$ cat config.mk
export PLATFORM = sky130hd
export DESIGN_NAME = pnp_isa_config_and_routing
export DESIGN_NICKNAME = d
export VERILOG_FILES = /design/src/core/pnp_cfg_pkg.sv /design/src/core/init_key_detect.sv /design/src/core/pnp_isa_config_and_routing.sv
export SDC_FILE = /design/constraint.sdc
export NUM_CORES = 1
export LEC_CHECK = 0
export ABC_CLOCK_PERIOD_IN_PS = 2600
export BUFFER_PORTS_ARGS = -buffer_cell sky130_fd_sc_hd__buf_2
export CELL_PAD_IN_SITES_DETAIL_PLACEMENT = 0
export CELL_PAD_IN_SITES_GLOBAL_PLACEMENT = 2
export CORE_ASPECT_RATIO = 1.5
export CORE_MARGIN = 5
export CORE_UTILIZATION = 30
export DETAILED_ROUTE_END_ITERATION = 8
export MAX_ROUTING_LAYER = met4
export PLACE_DENSITY = 0.66
export SLEW_MARGIN = 20
export SYNTH_ARGS = -nofsm -noshare
export SYNTH_HDL_FRONTEND = slang
export SYNTH_SLANG_ARGS = --single-unit
$ cat constraint.sdc
create_clock -name CORE_CLK_I -period 2.6 [get_ports CORE_CLK_I]
set_input_delay 0.26 -clock CORE_CLK_I [delete_from_list [all_inputs] [get_ports CORE_CLK_I]]
set_output_delay 0.26 -clock CORE_CLK_I [all_outputs]
set_load 0.05 [all_outputs]
$ cat src/core/pnp_cfg_pkg.sv
// constants and types shared by the plug-and-play configuration block
package pnp_cfg_pkg;
  // processor-side register addresses
  localparam logic [15:0] P_MASTER = 16'h0102;
  localparam logic [15:0] P_SNUM   = 16'h0106;
  localparam logic [15:0] P_IRQ    = 16'h0170;
  localparam logic [15:0] P_DMA0   = 16'h0174;
  localparam logic [15:0] P_DMA1   = 16'h0175;
  // host-side configuration indices
  localparam logic [7:0]  H_ISO    = 8'h01;
  localparam logic [7:0]  H_CTRL   = 8'h02;
  localparam logic [7:0]  H_WAKE   = 8'h03;
  localparam logic [7:0]  H_RDATA  = 8'h04;
  localparam logic [7:0]  H_SNUM   = 8'h06;
  localparam logic [7:0]  H_IRQ    = 8'h70;
  localparam logic [7:0]  H_DMA0   = 8'h74;
  localparam logic [7:0]  H_DMA1   = 8'h75;
  // master register bit positions
  localparam int MR_IE    = 7;
  localparam int MR_ISO   = 6;
  localparam int MR_SRST  = 5;
  localparam int MR_WAKE  = 4;
  localparam int MR_IREAD = 3;
  localparam int MR_PEND  = 2;
  // configuration control bit positions
  localparam int CC_SRST  = 0;
  localparam int CC_WFK   = 1;
  localparam int CC_SNUM  = 2;
  // reset values
  localparam logic [7:0] MASTER_RST = 8'h20;
  localparam logic [7:0] SNUM_RST   = 8'h00;
  localparam logic [3:0] IRQ_RST    = 4'h0;
  localparam logic [2:0] DMA0_RST   = 3'h4;
  localparam logic [2:0] DMA1_RST   = 3'h4;
  // dma channel code meaning not routed
  localparam logic [2:0] DMA_OFF    = 3'h4;
  // isolation read patterns
  localparam logic [1:0] ISO_FIRST  = 2'h1;
  localparam logic [1:0] ISO_SECOND = 2'h2;
  localparam logic [7:0] ISO_DRV_A  = 8'h55;
  localparam logic [7:0] ISO_DRV_B  = 8'hAA;
  // initiation key
  localparam logic [7:0] KEY_SEED   = 8'h6A;
  localparam int         KEY_LEN    = 32;

  // configuration states, coded 00 to 11 in order
  typedef enum logic [1:0] {
    ST_WAIT_KEY,
    ST_SLEEP,
    ST_ISOLATE,
    ST_CONFIG
  } cfg_state_t;

  // next byte of the initiation key sequence
  function automatic logic [7:0] key_next(input logic [7:0] v);
    key_next = {v[1] ^ v[0], v[7:1]};
  endfunction
endpackage

$ cat src/core/init_key_detect.sv
// initiation key detector on host address-port writes
module init_key_detect #(
  parameter int LEN = pnp_cfg_pkg::KEY_LEN
) (
  // clock and reset
  input  wire logic       CORE_CLK_I,
  input  wire logic       RESET_I,
  // address-port write strobe and data
  input  wire logic       key_wr_i,
  input  wire logic [7:0] key_data_i,
  // whole key seen, one-cycle pulse
  output logic            key_found_o
);
  typedef struct packed {
    logic [7:0] expect_byte;
    logic [5:0] count;
    logic       found;
  } key_reg_t;

  key_reg_t r;
  key_reg_t next_r;

  // compare each write against the expected key byte
  always_comb
  begin
    next_r = r;
    next_r.found = 1'b0;
    if (key_wr_i)
    begin
      if (key_data_i == r.expect_byte)
      begin
        if (r.count == 6'(LEN - 1))
        begin
          next_r.found = 1'b1;
          next_r.expect_byte = pnp_cfg_pkg::KEY_SEED;
          next_r.count = 6'h00;
        end
        else
        begin
          next_r.expect_byte = pnp_cfg_pkg::key_next(r.expect_byte);
          next_r.count = r.count + 6'h01;
        end
      end
      else if (key_data_i == pnp_cfg_pkg::KEY_SEED)
      begin
        next_r.expect_byte = pnp_cfg_pkg::key_next(key_data_i);
        next_r.count = 6'h01;
      end
      else
      begin
        next_r.expect_byte = pnp_cfg_pkg::KEY_SEED;
        next_r.count = 6'h00;
      end
    end
    if (RESET_I)
    begin
      next_r = '0;
      next_r.expect_byte = pnp_cfg_pkg::KEY_SEED;
    end
  end

  // state register
  always_ff @(posedge CORE_CLK_I)
    r <= next_r;

  assign key_found_o = r.found;
endmodule

$ cat src/core/pnp_isa_config_and_routing.sv
// plug-and-play configuration state, flags and host pin routing

// Summary of operation
// - uart irq drives pin a if shadow equals level, pin b if differs and nonzero
// - after host configures irq level, shadow writes blocked; host reads zero
// - non-plug-and-play use keeps shadow equal level, so pin a is used
// - irq and dma registers read-only to processor in configured state
// - mailbox zero routed to dma pins a unless code 100; then float request
// - mailbox one routed to dma pins b unless code 100; then float request
// - processor interrupt while enable and pending are both one
// - software reset flag set by reset or host control bit 0
// - wake-match flag set by wake write equal to card-select number
// - isolation-read flag set at end of second isolation read in state 10
// - pending set by the listed host configuration events
// - state field read-only, 00 wait, 01 sleep, 10 isolate, 11 configured
// - reset or control bit 1 goes to 00; key goes 00 to 01
// - wake zero with number zero goes 01 to 10; nonzero match goes 11
// - losing isolation pattern 01 then 10 with bit zero returns to 01
// - card-select write in 10 goes 11; mismatching wake in 1x goes 01
// - wake write only compares host data, nothing stored
// - card-select number resets to 00 and clears on control bit 2
module pnp_isa_config_and_routing (
  // clock and reset
  input  wire logic        CORE_CLK_I,
  input  wire logic        RESET_I,
  // processor register port
  input  wire logic [15:0] PROC_ADDR_I,
  input  wire logic        PROC_WR_I,
  input  wire logic [7:0]  PROC_WDATA_I,
  output logic      [7:0]  PROC_RDATA_O,
  output logic             PROC_IRQ_O,
  // host configuration pins
  input  wire logic        HOST_WR_N_I,
  input  wire logic        HOST_RD_N_I,
  input  wire logic        HOST_ADDR_PORT_I,
  input  wire logic [7:0]  HOST_INDEX_I,
  input  wire logic [7:0]  HOST_DATA_I,
  output logic      [7:0]  HOST_DATA_O,
  output logic             HOST_DATA_OE_N_O,
  // interrupt routing
  input  wire logic        UART_EMUL_IRQ_I,
  output logic             HOST_IRQ_PIN_A_O,
  output logic             HOST_IRQ_PIN_B_O,
  // dma mailbox side
  input  wire logic        DMA_REQ_A_I,
  input  wire logic        DMA_REQ_B_I,
  output logic             DMA_ACK_A_O,
  output logic             DMA_ACK_B_O,
  // host dma pins
  output logic             HOST_DMA_REQ_A_O,
  output logic             HOST_DMA_REQ_A_OE_N_O,
  output logic             HOST_DMA_REQ_B_O,
  output logic             HOST_DMA_REQ_B_OE_N_O,
  input  wire logic        HOST_DMA_ACK_A_N_I,
  input  wire logic        HOST_DMA_ACK_B_N_I
);
  typedef struct packed {
    logic [2:0]             wr_s;
    logic [2:0]             rd_s;
    logic [1:0]             port_s;
    logic [7:0]             idx_s1;
    logic [7:0]             idx_s2;
    logic [7:0]             dat_s1;
    logic [7:0]             dat_s2;
    logic [1:0]             ack_a_s;
    logic [1:0]             ack_b_s;
    pnp_cfg_pkg::cfg_state_t state;
    logic                   ie;
    logic                   iso_bit;
    logic                   srst;
    logic                   wake_flag;
    logic                   iread_flag;
    logic                   pend;
    logic [7:0]             sel_num;
    logic [3:0]             irq_level;
    logic [3:0]             irq_shadow;
    logic                   irq_locked;
    logic [2:0]             dma0;
    logic [2:0]             dma1;
    logic                   iso_phase;
    logic [1:0]             iso_first;
    logic [7:0]             proc_rdata;
    logic [7:0]             host_dout;
    logic                   host_drive;
    logic                   irq_a;
    logic                   irq_b;
    logic                   req_a;
    logic                   req_a_en;
    logic                   req_b;
    logic                   req_b_en;
    logic                   ack_a;
    logic                   ack_b;
  } cfg_reg_t;

  cfg_reg_t r;
  cfg_reg_t next_r;
  logic     wr_rise;
  logic     rd_fall;
  logic     hw;
  logic     kw;
  logic     iso_rd_end;
  logic     wake_hit;
  logic     key_found;
  logic     in_cfg;
  logic     p_wr_irq;

  // host strobe edges, taken from the synchronised copies
  assign wr_rise    = r.wr_s[1] & ~r.wr_s[2];
  assign rd_fall    = ~r.rd_s[1] & r.rd_s[2];
  assign hw         = wr_rise & ~r.port_s[1];
  assign kw         = wr_rise & r.port_s[1];
  assign iso_rd_end = rd_fall && r.idx_s2 == pnp_cfg_pkg::H_ISO
                      && r.state == pnp_cfg_pkg::ST_ISOLATE;
  // wake data is only compared, never stored
  assign wake_hit   = r.dat_s2 == r.sel_num;
  assign in_cfg     = r.state == pnp_cfg_pkg::ST_CONFIG;
  assign p_wr_irq   = PROC_WR_I && PROC_ADDR_I == pnp_cfg_pkg::P_IRQ;

  // initiation key detector on address-port writes
  init_key_detect #(
    .LEN (pnp_cfg_pkg::KEY_LEN)
  ) u_key (
    .CORE_CLK_I  (CORE_CLK_I),
    .RESET_I     (RESET_I),
    .key_wr_i    (kw),
    .key_data_i  (r.dat_s2),
    .key_found_o (key_found)
  );

  // next state: synchronisers, processor writes, host events, outputs
  always_comb
  begin
    next_r = r;
    next_r.wr_s    = {r.wr_s[1:0], ~HOST_WR_N_I};
    next_r.rd_s    = {r.rd_s[1:0], ~HOST_RD_N_I};
    next_r.port_s  = {r.port_s[0], HOST_ADDR_PORT_I};
    next_r.idx_s1  = HOST_INDEX_I;
    next_r.idx_s2  = r.idx_s1;
    next_r.dat_s1  = HOST_DATA_I;
    next_r.dat_s2  = r.dat_s1;
    next_r.ack_a_s = {r.ack_a_s[0], ~HOST_DMA_ACK_A_N_I};
    next_r.ack_b_s = {r.ack_b_s[0], ~HOST_DMA_ACK_B_N_I};

    // processor writes; flags are write-one-to-clear
    if (PROC_WR_I && PROC_ADDR_I == pnp_cfg_pkg::P_MASTER)
    begin
      next_r.ie      = PROC_WDATA_I[pnp_cfg_pkg::MR_IE];
      next_r.iso_bit = PROC_WDATA_I[pnp_cfg_pkg::MR_ISO];
      if (PROC_WDATA_I[pnp_cfg_pkg::MR_SRST])
        next_r.srst = 1'b0;
      if (PROC_WDATA_I[pnp_cfg_pkg::MR_WAKE])
        next_r.wake_flag = 1'b0;
      if (PROC_WDATA_I[pnp_cfg_pkg::MR_IREAD])
        next_r.iread_flag = 1'b0;
      if (PROC_WDATA_I[pnp_cfg_pkg::MR_PEND])
        next_r.pend = 1'b0;
    end
    // processor locked out of irq and dma while configured
    if (!in_cfg)
    begin
      if (p_wr_irq)
      begin
        next_r.irq_level = PROC_WDATA_I[3:0];
        // shadow frozen once the host has configured it
        if (!r.irq_locked)
          next_r.irq_shadow = PROC_WDATA_I[7:4];
      end
      if (PROC_WR_I && PROC_ADDR_I == pnp_cfg_pkg::P_DMA0)
        next_r.dma0 = PROC_WDATA_I[2:0];
      if (PROC_WR_I && PROC_ADDR_I == pnp_cfg_pkg::P_DMA1)
        next_r.dma1 = PROC_WDATA_I[2:0];
    end

    if (key_found && r.state == pnp_cfg_pkg::ST_WAIT_KEY)
      next_r.state = pnp_cfg_pkg::ST_SLEEP;

    // host wake write
    if (hw && r.idx_s2 == pnp_cfg_pkg::H_WAKE)
    begin
      next_r.iso_phase = 1'b0;
      // wake match flag; pending on match or 1x mismatch
      if (wake_hit)
      begin
        next_r.wake_flag = 1'b1;
        next_r.pend = 1'b1;
      end
      else if (r.state[1])
        next_r.pend = 1'b1;
      case (r.state)
        pnp_cfg_pkg::ST_SLEEP:
        begin
          if (r.dat_s2 == 8'h00 && r.sel_num == 8'h00)
            next_r.state = pnp_cfg_pkg::ST_ISOLATE;
          else if (r.dat_s2 != 8'h00 && wake_hit)
            next_r.state = pnp_cfg_pkg::ST_CONFIG;
        end
        pnp_cfg_pkg::ST_ISOLATE,
        pnp_cfg_pkg::ST_CONFIG:
        begin
          // mismatching wake sends back to sleep
          if (!wake_hit)
            next_r.state = pnp_cfg_pkg::ST_SLEEP;
        end
        default:
        begin
        end
      endcase
    end

    if (hw && r.idx_s2 == pnp_cfg_pkg::H_SNUM && r.state[1])
    begin
      next_r.sel_num = r.dat_s2;
      next_r.pend = 1'b1;
      if (r.state == pnp_cfg_pkg::ST_ISOLATE)
        next_r.state = pnp_cfg_pkg::ST_CONFIG;
    end

    // host configures irq level and dma channels
    if (hw && in_cfg)
    begin
      if (r.idx_s2 == pnp_cfg_pkg::H_IRQ)
      begin
        next_r.irq_level  = r.dat_s2[3:0];
        next_r.irq_locked = 1'b1;
      end
      if (r.idx_s2 == pnp_cfg_pkg::H_DMA0)
        next_r.dma0 = r.dat_s2[2:0];
      if (r.idx_s2 == pnp_cfg_pkg::H_DMA1)
        next_r.dma1 = r.dat_s2[2:0];
    end

    if (rd_fall && in_cfg && r.idx_s2 == pnp_cfg_pkg::H_RDATA)
      next_r.pend = 1'b1;

    // isolation reads come in pairs per identifier bit
    if (iso_rd_end)
    begin
      next_r.iso_phase = ~r.iso_phase;
      if (!r.iso_phase)
        next_r.iso_first = r.dat_s2[1:0];
      else
      begin
        // isolation read flag on second read
        next_r.iread_flag = 1'b1;
        next_r.pend = 1'b1;
        if (!r.iso_bit && r.iso_first == pnp_cfg_pkg::ISO_FIRST
            && r.dat_s2[1:0] == pnp_cfg_pkg::ISO_SECOND)
          next_r.state = pnp_cfg_pkg::ST_SLEEP;
      end
    end

    // configuration control write
    if (hw && r.idx_s2 == pnp_cfg_pkg::H_CTRL)
    begin
      next_r.pend = 1'b1;
      if (r.dat_s2[pnp_cfg_pkg::CC_SRST])
      begin
        next_r.srst = 1'b1;
        next_r.irq_locked = 1'b0;
      end
      if (r.dat_s2[pnp_cfg_pkg::CC_WFK])
      begin
        next_r.state = pnp_cfg_pkg::ST_WAIT_KEY;
        next_r.iso_phase = 1'b0;
      end
      if (r.dat_s2[pnp_cfg_pkg::CC_SNUM])
        next_r.sel_num = 8'h00;
    end

    // processor read data; state field only readable
    case (PROC_ADDR_I)
      pnp_cfg_pkg::P_MASTER: next_r.proc_rdata = {r.ie, 1'b0, r.srst,
        r.wake_flag, r.iread_flag, r.pend, r.state};
      pnp_cfg_pkg::P_SNUM:   next_r.proc_rdata = r.sel_num;
      pnp_cfg_pkg::P_IRQ:    next_r.proc_rdata = {r.irq_shadow, r.irq_level};
      pnp_cfg_pkg::P_DMA0:   next_r.proc_rdata = {5'h00, r.dma0};
      pnp_cfg_pkg::P_DMA1:   next_r.proc_rdata = {5'h00, r.dma1};
      default:               next_r.proc_rdata = 8'h00;
    endcase

    // host read data; shadow reads back as zero
    next_r.host_drive = 1'b0;
    next_r.host_dout  = 8'h00;
    case (r.idx_s2)
      pnp_cfg_pkg::H_SNUM:  next_r.host_dout = r.sel_num;
      pnp_cfg_pkg::H_IRQ:   next_r.host_dout = {4'h0, r.irq_level};
      pnp_cfg_pkg::H_DMA0:  next_r.host_dout = {5'h00, r.dma0};
      pnp_cfg_pkg::H_DMA1:  next_r.host_dout = {5'h00, r.dma1};
      pnp_cfg_pkg::H_ISO:   next_r.host_dout = r.iso_phase ?
        pnp_cfg_pkg::ISO_DRV_B : pnp_cfg_pkg::ISO_DRV_A;
      default:              next_r.host_dout = 8'h00;
    endcase
    if (r.rd_s[1] && !r.port_s[1])
    begin
      if (in_cfg && (r.idx_s2 == pnp_cfg_pkg::H_SNUM
          || r.idx_s2 == pnp_cfg_pkg::H_IRQ
          || r.idx_s2 == pnp_cfg_pkg::H_DMA0
          || r.idx_s2 == pnp_cfg_pkg::H_DMA1
          || r.idx_s2 == pnp_cfg_pkg::H_RDATA))
        next_r.host_drive = 1'b1;
      if (r.state == pnp_cfg_pkg::ST_ISOLATE && r.iso_bit
          && r.idx_s2 == pnp_cfg_pkg::H_ISO)
        next_r.host_drive = 1'b1;
    end

    // route uart interrupt by comparing shadow and level
    next_r.irq_a = UART_EMUL_IRQ_I && r.irq_shadow == r.irq_level;
    next_r.irq_b = UART_EMUL_IRQ_I && r.irq_level != 4'h0
                   && r.irq_shadow != r.irq_level;
    next_r.req_a_en = r.dma0 != pnp_cfg_pkg::DMA_OFF;
    next_r.req_a    = DMA_REQ_A_I && r.dma0 != pnp_cfg_pkg::DMA_OFF;
    next_r.ack_a    = r.ack_a_s[1] && r.dma0 != pnp_cfg_pkg::DMA_OFF;
    next_r.req_b_en = r.dma1 != pnp_cfg_pkg::DMA_OFF;
    next_r.req_b    = DMA_REQ_B_I && r.dma1 != pnp_cfg_pkg::DMA_OFF;
    next_r.ack_b    = r.ack_b_s[1] && r.dma1 != pnp_cfg_pkg::DMA_OFF;

    // synchronous reset; card-select number starts at zero
    if (RESET_I)
    begin
      next_r = '0;
      next_r.srst  = pnp_cfg_pkg::MASTER_RST[pnp_cfg_pkg::MR_SRST];
      next_r.sel_num = pnp_cfg_pkg::SNUM_RST;
      next_r.irq_level  = pnp_cfg_pkg::IRQ_RST;
      next_r.irq_shadow = pnp_cfg_pkg::IRQ_RST;
      next_r.dma0  = pnp_cfg_pkg::DMA0_RST;
      next_r.dma1  = pnp_cfg_pkg::DMA1_RST;
      next_r.state = pnp_cfg_pkg::ST_WAIT_KEY;
    end
  end

  // state register
  always_ff @(posedge CORE_CLK_I)
    r <= next_r;

  // outputs, all from flip-flops except the processor interrupt
  assign PROC_RDATA_O          = r.proc_rdata;
  // interrupt request when enabled and pending
  assign PROC_IRQ_O            = r.ie & r.pend;
  assign HOST_DATA_O           = r.host_dout;
  assign HOST_DATA_OE_N_O      = ~r.host_drive;
  assign HOST_IRQ_PIN_A_O      = r.irq_a;
  assign HOST_IRQ_PIN_B_O      = r.irq_b;
  assign HOST_DMA_REQ_A_O      = r.req_a;
  assign HOST_DMA_REQ_A_OE_N_O = ~r.req_a_en;
  assign HOST_DMA_REQ_B_O      = r.req_b;
  assign HOST_DMA_REQ_B_OE_N_O = ~r.req_b_en;
  assign DMA_ACK_A_O           = r.ack_a;
  assign DMA_ACK_B_O           = r.ack_b;
endmodule
# After elaboration in Yosys (flattened, before gate mapping)
# Index checks and enable logic that the tools add are counted.
# op_classes
add_sub_neg	1
n_eq_ne	26
mux	59
n_bitwise	23
n_reduce_logical	45
# op_table
op	n
$eq 16x9->1 const B	5
$pmux 8 s5	2
$mux 14	3
$eq 8x7->1 const B	4
$mux 8	4
$mux 2	15
$logic_and 1x1->1	29
$mux 1	21
$mux 9	2
$eq 8x2->1 const B	2
$eq 8x3->1 const B	2
$eq 8x8->1	2
$logic_not 8->1	2
$mux 4	4
$not 1->1	16
$mux 3	5
$eq 8x1->1 const B	1
$reduce_bool 8->1	1
$mux 7	1
$add 6x1->6 const B	1
$eq 2x2->1 const B	3
$eq 6x5->1 const B	1
$mux 6	1
$ne 3x3->1 const B	2
other kinds (14)	25
# totals
ff_bits	118
inputBits	51

# Longest topological paths before layout
# logic_depth
depth_word	14
depth_mapped	8
ltp_nobuf	7

# By module
# From an unflattened synthesis, not the netlist that was laid out.
# unflattened
hier_cells	545
hier_area_um2	5161.2
# by_module_without_submodules
mod	instances	cells_each	area_per_inst_um2	seq_area_each_um2
pnp_isa_config_and_routing	1	452	4295.4	2062.0
init_key_detect	1	93	865.8	300.3

# Least setup slack after synthesis
# OpenSTA, ideal clock, no wires.
# synth_timing
path_type	register to register
startpoint	reg u_key.r[1] (netlist name)
endpoint	reg u_key.r[7] (netlist name)
arrival_time_ns	1.676
t_required_ns	2.483
slack_ns	0.807
stages_incl_launch_ff	8
path_buffers	1
synth_period_minus_slack_ns	1.793
path_cell_list	dfxtp_1 -> ha_1 -> nand3_1 -> or3b_2 -> and3_1 -> clkbuf_1 -> a32oi_1 -> nand2_1
# synth_between
elab_chain_len	3
# synth_lines
item	line_no	text
start, declared	init_key_detect.sv:20	key_reg_t r;
start signal, assigned	init_key_detect.sv:64	r <= next_r;
$eq 6x5->1	init_key_detect.sv:32	if (r.count == 6'(LEN - 1))
$mux 14	init_key_detect.sv:32	
$mux 14	init_key_detect.sv:30	if (key_data_i == r.expect_byte)
# Every way passes these cells.
# A chain may end at the register's enable or synchronous reset.

# Worst setup path after layout
# layout_timing
startpoint	reg r[84] (netlist name)
endpoint	reg r[26] (netlist name)
# layout_between
elab_chain_len	4
# layout_lines
item	line_no	text
start, declared	pnp_isa_config_and_routing.sv:95	cfg_reg_t r;
start signal, assigned	pnp_isa_config_and_routing.sv:333	r <= next_r;
$eq 8x1->1	pnp_isa_config_and_routing.sv:112	assign iso_rd_end = rd_fall && r.idx_s2 == pnp_cfg_pkg::H_ISO
$logic_and 1x1->1	pnp_isa_config_and_routing.sv:112	
$logic_and 1x1->1	pnp_isa_config_and_routing.sv:113	&& r.state == pnp_cfg_pkg::ST_ISOLATE;
$reduce_and 2->1 (no line)	-	
# Every way passes these cells.

==> flow_metrics.py <==
metrics = {
    "placement": {
        "gp_congestion": 0.846,
        "placed_cells": 813,
        "pre_cts_ws_ns": 0.423,
        "hpwl_um": 11000,
        "io_buffers": 76,
    },
    "route": {
        "vias_per_cell": 4.82,
        "vias": 4096,
        "drt_pass1_iterations": 4,
        "wl_um": 14500,
        "drt-initial-drc-count": 118,
        "ant_nets": 0,
        "wl_per_cell_um": 17.1,
        "drc": 0,
    },
    "cells_and_area": {
        "antenna_cells": 0,
        "drive_gt1_frac": 0.228,
        "final_common_cell": "dfxtp_1",
        "final_cells": 849,
        "layout_common_cells": "118 x dfxtp_1, 76 x buf_2, 68 x nor2_1",
        "fin_nets": 677,
        "area_delta_synth_final_pct": 21.3,
    },
    "yosys": {
        "synth_cells": 557,
        "synth_flop_cell": "dfxtp_1",
        "synthTopCellsByArea": "dfxtp_1 45%, nor2b_1 5.1%, nor2_1 4.9%, mux2i_1 3.9%, nand2_1 2.8%",
        "synth.distinct_cells": 64,
        "synth_nets": 611,
        "ys_seq_area_frac": 0.455,
        "synth_top_area_frac": 0.455,
        "async_flop_share": 0,
        "syn_area_um2": 5190,
        "avgSynthCellArea_um2": 9.32,
        "synth_edf_count": 0,
        "yosys_warnings": 0,
        "ys_ff_latch": 118,
        "synth_area_leader_cell": "dfxtp_1",
    },
    "global_route": {
        "antenna_found_initial": 0,
        "grt_pass1_wl_um": 23100,
        "grt_pass1_vias": 4156,
        "grt_usage": 0.150,
        "grt-ovfl-total": 0,
        "grt_max_degree": 50,
    },
    "job": {
        "cap_violations": 0,
    },
    "clock_network": {
        "ctsResizeCount": 0,
        "htree_levels": 4,
        "cts_buffers": 17,
        "ctsHoldBuffers": 4,
        "cts.clk_slew.worst_paths_ns": 0.06,
        "worstSkewPairLatency_ns": 0.41,
        "cts_buffer_depth": 2,
        "cts_num_sinks": 118,
        "cts_setup_buffers": 0,
        "root_buffer": "clkbuf_16",
        "cts_tree": "built",
    },
    "setup_path": {
        "slowest_delay_ns": 0.48,
        "crit_chain": "nor4_4 > and4b_1 > and3_1 > mux2i_1 > nor2_1",
        "critical_path_class": "register to register",
        "r2r-start": "r[84]",
        "cpMaxStageDelayCell": "and4b_1",
        "cp-startpoint": "r[84]",
        "worstPathRequired_ns": 2.89,
        "crit_arrival_ns": 2.29,
        "cp-end-kind": "register",
        "critPathMaxFanout": 8,
        "startpoint_type": "register",
    },
    "sta": {
        "max_freq_mhz": 499,
        "maxSlewViolCount": 0,
        "tns_ns": 0,
        "period_share": 0.771,
        "final_hold_viol_count": 0,
        "skew_ns": 0.0127,
        "worstMarginPinSlew_ns": 0.529,
        "slew_headroom": 0.644,
        "rsz0062_at_grt": "no",
        "setup_ws_ns": 0.594,
        "min_period_ns": 2.01,
        "fin_hold_ws_ns": 0.0476,
        "setup-violations-final": 0,
    },
    "power": {
        "pwr-share-comb": 0.044,
        "p_sw_mw": 1.05,
        "ir_drop_mv": 0.439,
        "powerDensity_nw_per_um2": 700,
        "switching_share": 0.238,
        "seq_power_share": 0.423,
        "p_clk_frac": 0.534,
        "leakage_nw": 2.51,
        "p_int_mw": 3.36,
    },
    "floorplanning": {
        "die_area_um2": 20100,
        "die_w_um": 117,
        "core_um2": 17200,
        "die_h_um": 171,
        "rows": 59,
        "start_util": 0.302,
        "ios": 77,
    },
    "worst_hold_path": {
        "holdCritStartpoint": "DMA_REQ_A_I",
        "holdCritPathClass": "primary input to register",
    },
    "run_status": {
        "status": "completed",
    },
}
-- through the flow --
step                      power, mW  utilization  instance area [µm²]
after floorplan                2.01            -                 5190
after global placement         2.09        0.329                 5670
after detailed placement       2.10        0.329                 5670
after CTS                      4.47        0.366                 6300
after global routing           4.57        0.366                 6300
final                          4.41        0.366                 6300
-- layout make-up --
class / count / area, µm²
clock buffer: 18 / 429
clock inverter: 14 / 164
fill: 1760 / 10900
inverter: 15 / 56.3
multi-input combinational: 382 / 2530
sequential: 118 / 2360
tap: 213 / 267
timing repair buffer: 89 / 488
-- worst paths after layout --
path / depth (start not counted) / to / slack, ns
setup / recovery: 5 / r[26] / 0.59
hold / removal: 2 / HOST_DMA_REQ_A_O / 0.05
setup reg to reg: 5 / r[26] / 0.59
hold reg to reg: 1 / DMA_ACK_B_O / 0.42
-- power groups by stage --
stage	clock network, mW	logic (mW)	registers, mW
2_1_floorplan	0	0.114	1.90
3_3_place_gp	0	0.189	1.90
3_5_place_dp	0	0.190	1.91
4_1_cts	2.41	0.196	1.86
5_1_grt	2.49	0.215	1.87
6_report	2.35	0.192	1.86
-- registers in the layout, summed over array words and instances (netlist names), 8 cells and up --
signal,cells
r,81
HOST_DATA_O,8
u_key.r,14
PROC_RDATA_O,8
-- routing by layer --
layer / track usage / wire length, µm / vias to the layer above
li1: - / - / 2062
met1: 0.160 / 5780 / 1919
met2: 0.266 / 7770 / 88
met3: 0.0351 / 526 / 27
met4: 0.0636 / 448 / 0
met5: - / 0 / -
-- logic make-up (layout without fill, tap and decap cells) --
| family | Yosys count | count (layout) | synth area share |
|---|---|---|---|
| AO/OA/AOI/OAI | 89 | 89 | 0.116 |
| XOR/XNOR | 21 | 21 | 0.0354 |
| adder cells (fa/ha/maj) | 3 | 3 | 0.00723 |
| buffers and inverters | 57 | 136 | 0.0573 |
| flip-flops | 118 | 118 | 0.455 |
| multiplexers | 31 | 31 | 0.0624 |
| AND/OR/NAND/NOR | 238 | 238 | 0.267 |
-- Yosys cell counts, types with 3 or more instances --
| cell | n |
|---|---|
| nor3b_1 | 6 |
| nor2b_1 | 42 |
| ha_1 | 3 |
| inv_1 | 15 |
| and4_1 | 4 |
| a22oi_1 | 6 |
| and3_1 | 4 |
| clkbuf_1 | 17 |
| buf_2 | 3 |
| buf_4 | 17 |
| xnor2_1 | 12 |
| nand3_1 | 13 |
| a41oi_1 | 3 |
| nor4_1 | 3 |
| a32oi_1 | 3 |
| nand3b_1 | 6 |
| dfxtp_1 | 118 |
| nor4_4 | 6 |
| nand2b_1 | 5 |
| xor2_1 | 9 |
| a211oi_1 | 9 |
| o21ai_0 | 18 |
| nor2_1 | 68 |
| and4b_1 | 4 |
| a21oi_1 | 25 |
| nand2_1 | 39 |
| a31oi_1 | 4 |
| mux2i_1 | 20 |
| nand4_1 | 7 |
| and2_1 | 6 |
| mux2_2 | 11 |
| a21o_1 | 3 |
| nor3_1 | 8 |
-- worst max-delay path: cells and delay by family (launching register included) --
kind / cells / cell delay (ns)
flops: 1 / 0.37
simple gates: 4 / 1.29
mux: 1 / 0.22
Power figures use the tool's default switching activity.
